## config.mk

```make
export PLATFORM = sky130hd
export DESIGN_NAME = can_mode_control_status
export DESIGN_NICKNAME = d
export VERILOG_FILES = /design/src/can_mode_pkg.sv /design/src/can_mode_control_status.sv
export SDC_FILE = /design/constraint.sdc
export NUM_CORES = 1
export LEC_CHECK = 0
export BUFFER_PORTS_ARGS = -buffer_cell sky130_fd_sc_hd__buf_2
export CORE_UTILIZATION = 30
export DETAILED_ROUTE_END_ITERATION = 16
export PLACE_DENSITY = 0.65
export SLEW_MARGIN = 5
export SYNTH_ARGS = -nofsm -noshare
export SYNTH_HDL_FRONTEND = slang
export SYNTH_SLANG_ARGS = --single-unit
```

## constraint.sdc

```tcl
create_clock -name CLK -period 2 [get_ports CLK]
set_input_delay 0.4 -clock CLK [delete_from_list [all_inputs] [get_ports CLK]]
set_output_delay 0.4 -clock CLK [all_outputs]
set_load 0.02 [all_outputs]
```

## src/can_mode_pkg.sv

```systemverilog
// Constants, types and register map of the CAN mode control and status block
//
// Contract
// [RULE1] Bus-off exit on software request, or by itself after 128 x 11 recessive bits.
// [RULE2] Without auto wake-up, sleep lasts until software clears the sleep request.
// [RULE3] With auto wake-up, start-of-frame ends sleep; hardware clears sleep request and acknowledge.
// [RULE4] Without single-shot, a failed message is retried until sent.
// [RULE5] With single-shot, each message is sent once, whatever the outcome.
// [RULE6] Unlocked full FIFO: next accepted message overwrites the latest stored one.
// [RULE7] Locked full FIFO: next message is discarded, stored ones kept.
// [RULE8] Pending mailboxes ordered by identifier when order select is 0, else chronologically.
// [RULE9] Sleep is entered only after the frame in progress completes.
// [RULE10] Leaving init waits for 11 recessive bits, then normal mode, init ack cleared; here init ack clears on entering sync mode, before the 11 bits.
// [RULE11] Init request waits for the current frame, then init mode with ack set.
// [RULE12] Master control and master status both reset to 02h.
// [RULE13] Status flags clear on writing one; zero leaves them; reserved bits read zero.
// [RULE14] Receiver-active and transmitter-active flags follow the bus role.
// [RULE15] Start-of-frame in sleep sets wake-up flag; interrupt if enabled; software clears.
// [RULE16] Enabled error-status event sets error flag; interrupt if enabled.
// [RULE17] Receive pin level readable as diagnostic register bit 3.
// [RULE18] Host releases a two-deep FIFO only on dominant Rx or 8 recessive bits; the FIFO here has three slots.
// [RULE19] Receiver-active flag sits at master status bit 5.
// [RULE20] Sleep acknowledge set while in sleep mode, cleared on leaving it.
// [RULE21] Release coinciding with a store at two pending leaves write pointer stale.
// [RULE22] Mode changes occur at frame boundaries; acks change with the mode itself.
`default_nettype none
package can_mode_pkg;

    // ------------------------------------------------------------------
    // Register map
    // ------------------------------------------------------------------
    localparam logic [7:0] ADDR_MASTER_CONTROL = 8'h00;
    localparam logic [7:0] ADDR_MASTER_STATUS  = 8'h04;
    localparam logic [7:0] ADDR_DIAGNOSTIC     = 8'h08;
    localparam logic [7:0] ADDR_IRQ_ENABLE     = 8'h0C;

    localparam logic [7:0] MASTER_CONTROL_RESET = 8'h02;
    localparam logic [7:0] IRQ_ENABLE_RESET     = 8'h00;

    // Field positions
    localparam int MS_INIT_ACK   = 0;
    localparam int MS_SLEEP_ACK  = 1;
    localparam int MS_ERROR      = 2;
    localparam int MS_WAKEUP     = 3;
    localparam int MS_TX_ACTIVE  = 4;
    localparam int MS_RX_ACTIVE  = 5;
    localparam int DIAG_RX_LEVEL = 3;
    localparam int IE_ERROR      = 6;
    localparam int IE_WAKEUP     = 7;

    // ------------------------------------------------------------------
    // Bit time and FIFO counts
    // ------------------------------------------------------------------
    localparam logic [3:0] SYNC_BITS_LAST       = 4'hA;   // 11 recessive bits
    localparam logic [6:0] RECOVERY_GROUPS_LAST = 7'h7F;  // 128 groups
    localparam logic [1:0] FIFO_FULL_COUNT      = 2'h3;
    localparam logic [1:0] FIFO_STALE_COUNT     = 2'h2;
    localparam logic [1:0] FIFO_LAST_SLOT       = 2'h2;

    // ------------------------------------------------------------------
    // Types
    // ------------------------------------------------------------------
    typedef struct packed {
        logic reserved;
        logic auto_busoff_recovery;
        logic auto_wakeup_select;
        logic single_shot_tx;
        logic rx_fifo_lock;
        logic tx_order_select;
        logic sleep_request;
        logic init_request;
    } ctrl_t;

    typedef enum logic [1:0] {
        MODE_SLEEP  = 2'b00,
        MODE_INIT   = 2'b01,
        MODE_SYNC   = 2'b10,
        MODE_NORMAL = 2'b11
    } mode_t;

endpackage : can_mode_pkg

`default_nettype wire
```

## src/can_mode_control_status.sv

```systemverilog
// Mode control, master status and receive FIFO pointer logic of the CAN controller
//
// Added by the designer: the APB register port and the placing of the registers.
`timescale 1ns/1ps
`default_nettype none

module can_mode_control_status
    import can_mode_pkg::*;
(
    // Clock and reset
    input  wire logic        CLK,
    input  wire logic        SYS_RST,
    // APB slave
    input  wire logic        PSEL,
    input  wire logic        PENABLE,
    input  wire logic        PWRITE,
    input  wire logic [7:0]  PADDR,
    input  wire logic [31:0] PWDATA,
    output var  logic [31:0] PRDATA,
    output var  logic        PREADY,
    output var  logic        PSLVERR,
    // CAN receive pin
    input  wire logic        CAN_RX,
    // Protocol engine status
    input  wire logic        BIT_TICK,
    input  wire logic        RX_BUSY,
    input  wire logic        TX_BUSY,
    input  wire logic        BUS_OFF,
    input  wire logic        ERR_EVENT,
    input  wire logic        TX_FAIL,
    // Transmit mailboxes
    input  wire logic [1:0]  MB_PENDING,
    input  wire logic [10:0] MB0_ID,
    input  wire logic [10:0] MB1_ID,
    input  wire logic        MB1_OLDER,
    // Receive FIFO events
    input  wire logic        MSG_STORE,
    input  wire logic        FIFO_RELEASE,
    // Engine control
    output var  logic [1:0]  MODE,
    output var  logic        BUSOFF_EXIT,
    output var  logic        TX_RETRY,
    output var  logic        TX_ABORT,
    output var  logic        TX_SELECT,
    output var  logic        STORE_WE,
    output var  logic [1:0]  STORE_SLOT,
    output var  logic        RX_DISCARD,
    output var  logic [1:0]  READ_SLOT,
    output var  logic [1:0]  FIFO_PENDING,
    output var  logic        STATUS_IRQ
);

    // ------------------------------------------------------------------
    // Declarations
    // ------------------------------------------------------------------
    ctrl_t       ctrl;
    mode_t       mode;
    mode_t       next_mode;
    logic [7:0]  irq_en;
    logic        rx_meta;
    logic        rx_sync;
    logic        rx_prev;
    logic        sof;
    logic        busy;
    logic        rx_active;
    logic        tx_active;
    logic        wakeup_flag;
    logic        error_flag;
    logic [3:0]  sync_cnt;
    logic        sync_done;
    logic [3:0]  rec_bits;
    logic [6:0]  rec_groups;
    logic        sw_recover;
    logic        rec_run;
    logic [1:0]  wptr;
    logic [1:0]  last_slot;
    logic        stale;
    logic        rel_ok;
    logic        full_now;
    logic        apb_wr;
    logic        ctrl_wr;
    logic        stat_wr;
    logic        ie_wr;
    logic        mapped;
    logic [7:0]  status_val;
    logic [7:0]  read_val;

    // ------------------------------------------------------------------
    // Receive pin synchroniser and start-of-frame edge
    // ------------------------------------------------------------------
    // Only rx_sync and rx_prev are looked at; rx_meta may be metastable
    always_ff @(posedge CLK or posedge SYS_RST) begin
        if (SYS_RST) begin
            rx_meta <= 1'b1;
            rx_sync <= 1'b1;
            rx_prev <= 1'b1;
        end else begin
            rx_meta <= CAN_RX;
            rx_sync <= rx_meta;
            rx_prev <= rx_sync;
        end
    end

    assign sof  = rx_prev & ~rx_sync;   // Recessive to dominant
    assign busy = RX_BUSY | TX_BUSY;

    // ------------------------------------------------------------------
    // APB decode
    // ------------------------------------------------------------------
    // Writes land on the edge where the master sees PREADY high
    assign apb_wr  = PSEL & PENABLE & PWRITE & PREADY;
    assign ctrl_wr = apb_wr & (PADDR == ADDR_MASTER_CONTROL);
    assign stat_wr = apb_wr & (PADDR == ADDR_MASTER_STATUS);
    assign ie_wr   = apb_wr & (PADDR == ADDR_IRQ_ENABLE);
    assign mapped  = (PADDR == ADDR_MASTER_CONTROL) | (PADDR == ADDR_MASTER_STATUS) |
                     (PADDR == ADDR_DIAGNOSTIC) | (PADDR == ADDR_IRQ_ENABLE);

    // Status byte, reserved bits held at zero
    always_comb begin
        status_val               = 8'h00;
        status_val[MS_INIT_ACK]  = (mode == MODE_INIT);          // see [RULE22]
        status_val[MS_SLEEP_ACK] = (mode == MODE_SLEEP);         // see [RULE20]
        status_val[MS_ERROR]     = error_flag;
        status_val[MS_WAKEUP]    = wakeup_flag;
        status_val[MS_TX_ACTIVE] = tx_active;
        status_val[MS_RX_ACTIVE] = rx_active;                    // see [RULE19]
    end

    // Read mux; unmapped reads return zero
    always_comb begin
        read_val = 8'h00;
        case (PADDR)
            ADDR_MASTER_CONTROL: read_val = ctrl;
            ADDR_MASTER_STATUS:  read_val = status_val;           // see [RULE13]
            ADDR_DIAGNOSTIC:     read_val[DIAG_RX_LEVEL] = rx_sync; // see [RULE17]
            ADDR_IRQ_ENABLE:     read_val = irq_en;
            default:             read_val = 8'h00;
        endcase
    end

    // One wait state: PREADY rises in the second access cycle
    always_ff @(posedge CLK or posedge SYS_RST) begin
        if (SYS_RST) begin
            PREADY  <= 1'b0;
            PRDATA  <= 32'h0000_0000;
            PSLVERR <= 1'b0;
        end else begin
            PREADY  <= PSEL & PENABLE & ~PREADY;
            PSLVERR <= PSEL & PENABLE & ~PREADY & ~mapped;
            if (PSEL & PENABLE & ~PREADY) begin
                PRDATA <= {24'h00_0000, read_val};
            end
        end
    end

    // ------------------------------------------------------------------
    // Control and interrupt enable registers
    // ------------------------------------------------------------------
    // Software write wins over the hardware sleep clear in the same cycle
    always_ff @(posedge CLK or posedge SYS_RST) begin
        if (SYS_RST) begin
            ctrl <= MASTER_CONTROL_RESET;                         // see [RULE12]
        end else if (ctrl_wr) begin
            ctrl          <= PWDATA[7:0];
            ctrl.reserved <= 1'b0;
        end else if (mode == MODE_SLEEP && sof && ctrl.auto_wakeup_select) begin
            ctrl.sleep_request <= 1'b0;                           // see [RULE3]
        end
    end

    always_ff @(posedge CLK or posedge SYS_RST) begin
        if (SYS_RST) begin
            irq_en <= IRQ_ENABLE_RESET;
        end else if (ie_wr) begin
            irq_en <= PWDATA[7:0];
        end
    end

    // ------------------------------------------------------------------
    // Status flags
    // ------------------------------------------------------------------
    // Hardware set beats a software clear in the same cycle
    always_ff @(posedge CLK or posedge SYS_RST) begin
        if (SYS_RST) begin
            wakeup_flag <= 1'b0;
            error_flag  <= 1'b0;
        end else begin
            wakeup_flag <= (mode == MODE_SLEEP && sof) |
                           (wakeup_flag & ~(stat_wr & PWDATA[MS_WAKEUP])); // see [RULE15]
            error_flag  <= ERR_EVENT |
                           (error_flag & ~(stat_wr & PWDATA[MS_ERROR]));   // see [RULE16]
        end
    end

    // Bus role flags and status change interrupt
    always_ff @(posedge CLK or posedge SYS_RST) begin
        if (SYS_RST) begin
            rx_active  <= 1'b0;
            tx_active  <= 1'b0;
            STATUS_IRQ <= 1'b0;
        end else begin
            rx_active  <= RX_BUSY;                                // see [RULE14]
            tx_active  <= TX_BUSY;                                // see [RULE14]
            STATUS_IRQ <= (wakeup_flag & irq_en[IE_WAKEUP]) |
                          (error_flag & irq_en[IE_ERROR]);        // see [RULE15] [RULE16]
        end
    end

    // ------------------------------------------------------------------
    // Mode state machine
    // ------------------------------------------------------------------
    assign sync_done = BIT_TICK & rx_sync & (sync_cnt == SYNC_BITS_LAST);

    // Busy frames hold normal mode until their end
    always_comb begin
        next_mode = mode;
        case (mode)
            MODE_SLEEP: begin
                if (sof && ctrl.auto_wakeup_select) begin
                    next_mode = MODE_SYNC;                        // see [RULE3]
                end else if (!ctrl.sleep_request) begin
                    next_mode = ctrl.init_request ? MODE_INIT : MODE_SYNC; // see [RULE2]
                end
            end
            MODE_INIT: begin
                if (ctrl.sleep_request) begin
                    next_mode = MODE_SLEEP;
                end else if (!ctrl.init_request) begin
                    next_mode = MODE_SYNC;
                end
            end
            MODE_SYNC: begin
                if (ctrl.init_request) begin
                    next_mode = MODE_INIT;
                end else if (ctrl.sleep_request) begin
                    next_mode = MODE_SLEEP;
                end else if (sync_done) begin
                    next_mode = MODE_NORMAL;                      // see [RULE10]
                end
            end
            MODE_NORMAL: begin
                if (!busy && ctrl.init_request) begin
                    next_mode = MODE_INIT;                        // see [RULE11] [RULE22]
                end else if (!busy && ctrl.sleep_request) begin
                    next_mode = MODE_SLEEP;                       // see [RULE9] [RULE22]
                end
            end
            default: next_mode = MODE_SLEEP;
        endcase
    end

    always_ff @(posedge CLK or posedge SYS_RST) begin
        if (SYS_RST) begin
            mode <= MODE_SLEEP;                                   // see [RULE12]
            MODE <= MODE_SLEEP;
        end else begin
            mode <= next_mode;
            MODE <= next_mode;
        end
    end

    // Recessive run counter for bus integration; dominant restarts it
    always_ff @(posedge CLK or posedge SYS_RST) begin
        if (SYS_RST) begin
            sync_cnt <= 4'h0;
        end else if (mode != MODE_SYNC || (BIT_TICK && !rx_sync)) begin
            sync_cnt <= 4'h0;
        end else if (BIT_TICK && sync_cnt != SYNC_BITS_LAST) begin
            sync_cnt <= sync_cnt + 4'h1;                          // see [RULE10]
        end
    end

    // ------------------------------------------------------------------
    // Bus-off recovery
    // ------------------------------------------------------------------
    // Manual recovery is armed by a pass through init mode while bus-off
    always_ff @(posedge CLK or posedge SYS_RST) begin
        if (SYS_RST) begin
            sw_recover <= 1'b0;
        end else if (!BUS_OFF) begin
            sw_recover <= 1'b0;
        end else if (mode == MODE_INIT && !ctrl.init_request) begin
            sw_recover <= 1'b1;                                   // see [RULE1]
        end
    end

    assign rec_run = BUS_OFF & (ctrl.auto_busoff_recovery | sw_recover);

    // 128 groups of 11 recessive bits; a dominant bit restarts the group
    always_ff @(posedge CLK or posedge SYS_RST) begin
        if (SYS_RST) begin
            rec_bits    <= 4'h0;
            rec_groups  <= 7'h00;
            BUSOFF_EXIT <= 1'b0;
        end else begin
            BUSOFF_EXIT <= 1'b0;
            if (!rec_run) begin
                rec_bits   <= 4'h0;
                rec_groups <= 7'h00;
            end else if (BIT_TICK && !rx_sync) begin
                rec_bits <= 4'h0;
            end else if (BIT_TICK && rec_bits == SYNC_BITS_LAST) begin
                rec_bits <= 4'h0;
                if (rec_groups == RECOVERY_GROUPS_LAST) begin
                    rec_groups  <= 7'h00;
                    BUSOFF_EXIT <= 1'b1;                          // see [RULE1]
                end else begin
                    rec_groups <= rec_groups + 7'h01;
                end
            end else if (BIT_TICK) begin
                rec_bits <= rec_bits + 4'h1;
            end
        end
    end

    // ------------------------------------------------------------------
    // Transmit policy
    // ------------------------------------------------------------------
    always_ff @(posedge CLK or posedge SYS_RST) begin
        if (SYS_RST) begin
            TX_RETRY  <= 1'b0;
            TX_ABORT  <= 1'b0;
            TX_SELECT <= 1'b0;
        end else begin
            TX_RETRY <= TX_FAIL & ~ctrl.single_shot_tx;           // see [RULE4]
            TX_ABORT <= TX_FAIL & ctrl.single_shot_tx;            // see [RULE5]
            // Equal identifiers go to mailbox 0
            if (MB_PENDING == 2'b11) begin
                TX_SELECT <= ctrl.tx_order_select ? MB1_OLDER : (MB1_ID < MB0_ID); // see [RULE8]
            end else begin
                TX_SELECT <= MB_PENDING[1];
            end
        end
    end

    // ------------------------------------------------------------------
    // Receive FIFO pointers
    // ------------------------------------------------------------------
    assign rel_ok    = FIFO_RELEASE & (FIFO_PENDING != 2'h0);
    assign full_now  = (FIFO_PENDING == FIFO_FULL_COUNT) & ~rel_ok;
    // A stale pointer still points at the latest message, not past it
    assign last_slot = stale ? wptr : (wptr == 2'h0) ? FIFO_LAST_SLOT : wptr - 2'h1;

    // The stale pointer persists until reset, as the silicon does
    always_ff @(posedge CLK or posedge SYS_RST) begin
        if (SYS_RST) begin
            wptr         <= 2'h0;
            READ_SLOT    <= 2'h0;
            FIFO_PENDING <= 2'h0;
            stale        <= 1'b0;
            STORE_WE     <= 1'b0;
            STORE_SLOT   <= 2'h0;
            RX_DISCARD   <= 1'b0;
        end else begin
            STORE_WE   <= 1'b0;
            RX_DISCARD <= 1'b0;
            if (rel_ok) begin
                READ_SLOT <= (READ_SLOT == FIFO_LAST_SLOT) ? 2'h0 : READ_SLOT + 2'h1;
            end
            if (MSG_STORE && full_now && ctrl.rx_fifo_lock) begin
                RX_DISCARD <= 1'b1;                               // see [RULE7]
            end else if (MSG_STORE && (full_now || stale)) begin
                STORE_WE   <= 1'b1;
                STORE_SLOT <= last_slot;                          // see [RULE6] [RULE21]
                if (!full_now) begin
                    FIFO_PENDING <= FIFO_PENDING + 2'h1 - {1'b0, rel_ok};
                end else if (rel_ok) begin
                    FIFO_PENDING <= FIFO_PENDING - 2'h1;
                end
            end else if (MSG_STORE) begin
                STORE_WE     <= 1'b1;
                STORE_SLOT   <= wptr;
                FIFO_PENDING <= FIFO_PENDING + 2'h1 - {1'b0, rel_ok};
                if (rel_ok && FIFO_PENDING == FIFO_STALE_COUNT) begin
                    stale <= 1'b1;                                // see [RULE21]
                end else begin
                    wptr <= (wptr == FIFO_LAST_SLOT) ? 2'h0 : wptr + 2'h1;
                end
            end else if (rel_ok) begin
                FIFO_PENDING <= FIFO_PENDING - 2'h1;
            end
        end
    end
endmodule : can_mode_control_status

`default_nettype wire

```

==> flow_summary.toml <==
[grt]
grt_usage_pct = 13.1
grt_overflow_total = 0
antenna_found_initial = 0
grt_max_degree = 29
grt_pass1_vias = 2748
grt_pass1_wl_mm = 12.8

[synthesis]
synthAdderAreaFrac_pct = 7.75
synth-async-reset-ratio_pct = 100
syn_area_um2 = 3550
synthMuxAreaShare_pct = 9.06
synth_cell_types = 52
synth-edff-count = 0
ys.flop_type = "dfrtp_1"
synth_xor_area_share_pct = 2.22
synth.yosys.seq_area_share_pct = 46.7
yosysWarningCount = 0
synth_top_family_by_area = "simple AND/OR/NAND/NOR gates"
yosys.area_share.simple_pct = 14.9
synth_cells = 342
syn_avg_cell_area_um2 = 10.4
synth-seq-cells = 66
synth-compound-area-share_pct = 10.8

[min_path]
hp-class = "in2async"

[drt]
maxUsedRoutingLayer = "met4"
drt-met1-wl_mm = 3.24
drcViolationCount = 0
dr_wl_met3_um = 493
met2_length_mm = 3.68
routedWlPerCell_um = 12.9
first_pass_iters = 4
finalWirelength_mm = 7.53
drtIter0Drc = 110
num_vias = 2777
antenna_left = 0
vias_per_cell = 4.75

[cts]
path_clk_slew_ns = 0.05
root_buffer = "clkbuf_16"
htree_num_levels = 3
clock-sinks = 66
cts_max_path_buffers = 2
cts_tree = "yes"
postCtsHoldBufs = 0
numCtsBuffers = 9
post_cts_resized = 0
clk_latency_ns = 0.33
postCtsSetupBuffers = 0

[floorplanning]
die_h_um = 111
coreArea_um2 = 11500
rows = 39
dieArea_um2 = 12300
start_util_pct = 31.0
ios = 128
die_x_um = 111

[timing]
finalSetupViolCount = 0
relSlewSlack_pct = 59.0
final_max_slew_viol_count = 0
period_share_pct = 92.7
clock.fmax_mhz = 539
setup_ws_ns = 0.145
setup-tns-final_ns = 0
final_period_minus_worst_setup_slack_ns = 1.85
hold_viol = 0
rsz0062_at_grt = "false"
clock_skew_ns = 0.00667
worstMarginPinSlew_ns = 0.607

[pwr]
max-vdd-ir-drop_v = 0.000537
p_leak_nw = 2.24
powerDensity_nw_per_um2 = 890

[worst_setup_path]
critPathSlowestCell = "dfrtp_1"
crit_fanout = 6
worst_ep_required_time_ns = 2.21
r2r-start = "FIFO_PENDING[1]"
arrival_ns = 2.07
crit_top_cell = "ha_1"
worstPathCellList = "inv_1 -> ha_1 -> nor2b_1 -> inv_2 -> ha_1 -> nand3_1 -> o21ai_0 -> a211o_1"
worstSetupPathType = "reg2reg"
r2r_end = "FIFO_PENDING[0]"
start_kind = "register"
end_kind = "register"
reg2reg_depth = 8
slowest_delay_ns = 0.42
rrSetupSlack_ns = 0.15

[flow_run]
maxCapViolCount = 0

[placed_design]
pre_cts_ws_ns = -0.163
io_buffers = 79
hpwlAfterDp_mm = 5.85
gp_congestion = 0.788
postPlaceCellArea_um2 = 4120

[layout]
fin_util_pct = 38.4
layout-drive-gt1-share_pct = 32.4
nets = 538
final_area_um2 = 4400
antennaDiodeCount = 0
areaGrowthSynthToFinish_pct = 24.0

[run_status]
outcome = "completed"
[logic make-up (layout without fill, tap and decap cells)]
kind of cell | after synthesis | count (layout)
buffers and inverters | 54 | 131
other | 1 | 24
muxes | 26 | 26
DFF | 66 | 66
and+or+nand+nor | 104 | 104
adders and majority gates | 22 | 22
AOI/OAI and AO/OA | 60 | 60
xor gates and xnor gates | 9 | 9
[through the flow]
stage | cells | hold slack [ns] | total power [W]
finish | 585 | 0.0845 | 0.00392
global route | 585 | 0.115 | 0.00415
CTS | 585 | 0.0926 | 0.00396
detailed placement | 569 | 0.348 | 0.00249
global placement | 569 | 0.347 | 0.00243
floorplan | 365 | 0.345 | 0.00222
[cells in the final DEF (no fill, tap or decap), types with 3 or more instances in the layout]
cell        instances
a21o_1              3
o31ai_1             4
buf_4              12
inv_1              21
xor2_1              6
nand3b_1            3
and3_1              5
dfstp_2             4
ha_1               22
o21ai_0            14
nor2b_1             3
and2_1              4
nand2_1            32
a21oi_1            14
a22oi_1             5
or2_2               3
nand4_1             6
clkinvlp_4          4
mux2_2             12
o211ai_1            3
buf_2              79
clkbuf_16           9
xnor2_1             3
nand3_1            10
dfrtp_1            61
conb_1             24
mux2i_1             4
nand2b_1            4
mux2_4              9
nor2_1             23
[Yosys cell counts (all sizes together) (3+ instances only)]
cell type,n,share of area (%)
dfrtp,62,44
nand2,32,3.4
buf,25,5.4
nor2,23,2.4
ha,22,7.8
inv,22,2.3
mux2,21,7.3
o21ai,15,2.1
a21oi,14,2.0
nand3,10,1.4
clkbuf,6,0.63
nand4,6,1.1
xor2,6,1.5
a22oi,5,1.1
and3,5,0.88
and2,4,0.70
dfstp,4,3.0
mux2i,4,1.1
nand2b,4,0.70
o31ai,4,0.85
or2,4,0.78
a21o,3,0.63
nand3b,3,0.63
nor2b,3,0.53
o211ai,3,0.63
or4,3,0.74
xnor2,3,0.74
[flip-flops by register name, indices dropped and copies added (netlist names), 2 cells and up]
signal and cells:
ctrl 7, FIFO_PENDING 2, rec_bits 4, wptr 2
mode 2, READ_SLOT 2, sync_cnt 4, irq_en 8
rec_groups 7, STORE_SLOT 2, PRDATA 8
[area by class of cell]
| type | instances | area (µm²) |
|---|---|---|
| Fill cell | 1131 | 7060 |
| Clock inverter | 7 | 53.8 |
| Multi-Input combinational cell | 245 | 1690 |
| Sequential cell | 66 | 1660 |
| Inverter | 23 | 90.1 |
| Clock buffer | 9 | 225 |
| Tap cell | 143 | 179 |
| Timing Repair Buffer | 92 | 505 |
[where the power goes]
group | switching (W) | total, W | internal, W
logic | 0.000499 | 0.000864 | 0.000365
clock network | 0.000612 | 0.00146 | 0.000843
registers | 0.000121 | 0.00160 | 0.00148
[worst max-delay path by stage]
stage	from	cells past startpoint	to
finish	FIFO_PENDING[1]	8	FIFO_PENDING[0]
global route	FIFO_PENDING[1]	8	FIFO_PENDING[0]
CTS	FIFO_PENDING[1]	8	FIFO_PENDING[0]
detailed placement	PADDR[5]	5	ctrl[0]
global placement	PADDR[5]	5	ctrl[2]
floorplan	FIFO_PENDING[1]	8	FIFO_PENDING[0]
[routing by layer]
metal	vias to the layer above	track usage [%]
li1	1334	-
met1	1342	15.4
met2	90	21.6
met3	11	5.03
met4	0	4.98
met5	-	0
[worst max-delay path, delay by kind of cell, from the launching register on]
| kind | cells | cell delay [ns] |
|---|---|---|
| flip-flops | 1 | 0.42 |
| adder cells (fa/ha/maj) | 2 | 0.51 |
| AND/OR/NAND/NOR | 2 | 0.27 |
| buffers and inverters | 2 | 0.18 |
| AO/OA/AOI/OAI | 2 | 0.36 |
Power figures use the tool's default switching activity.
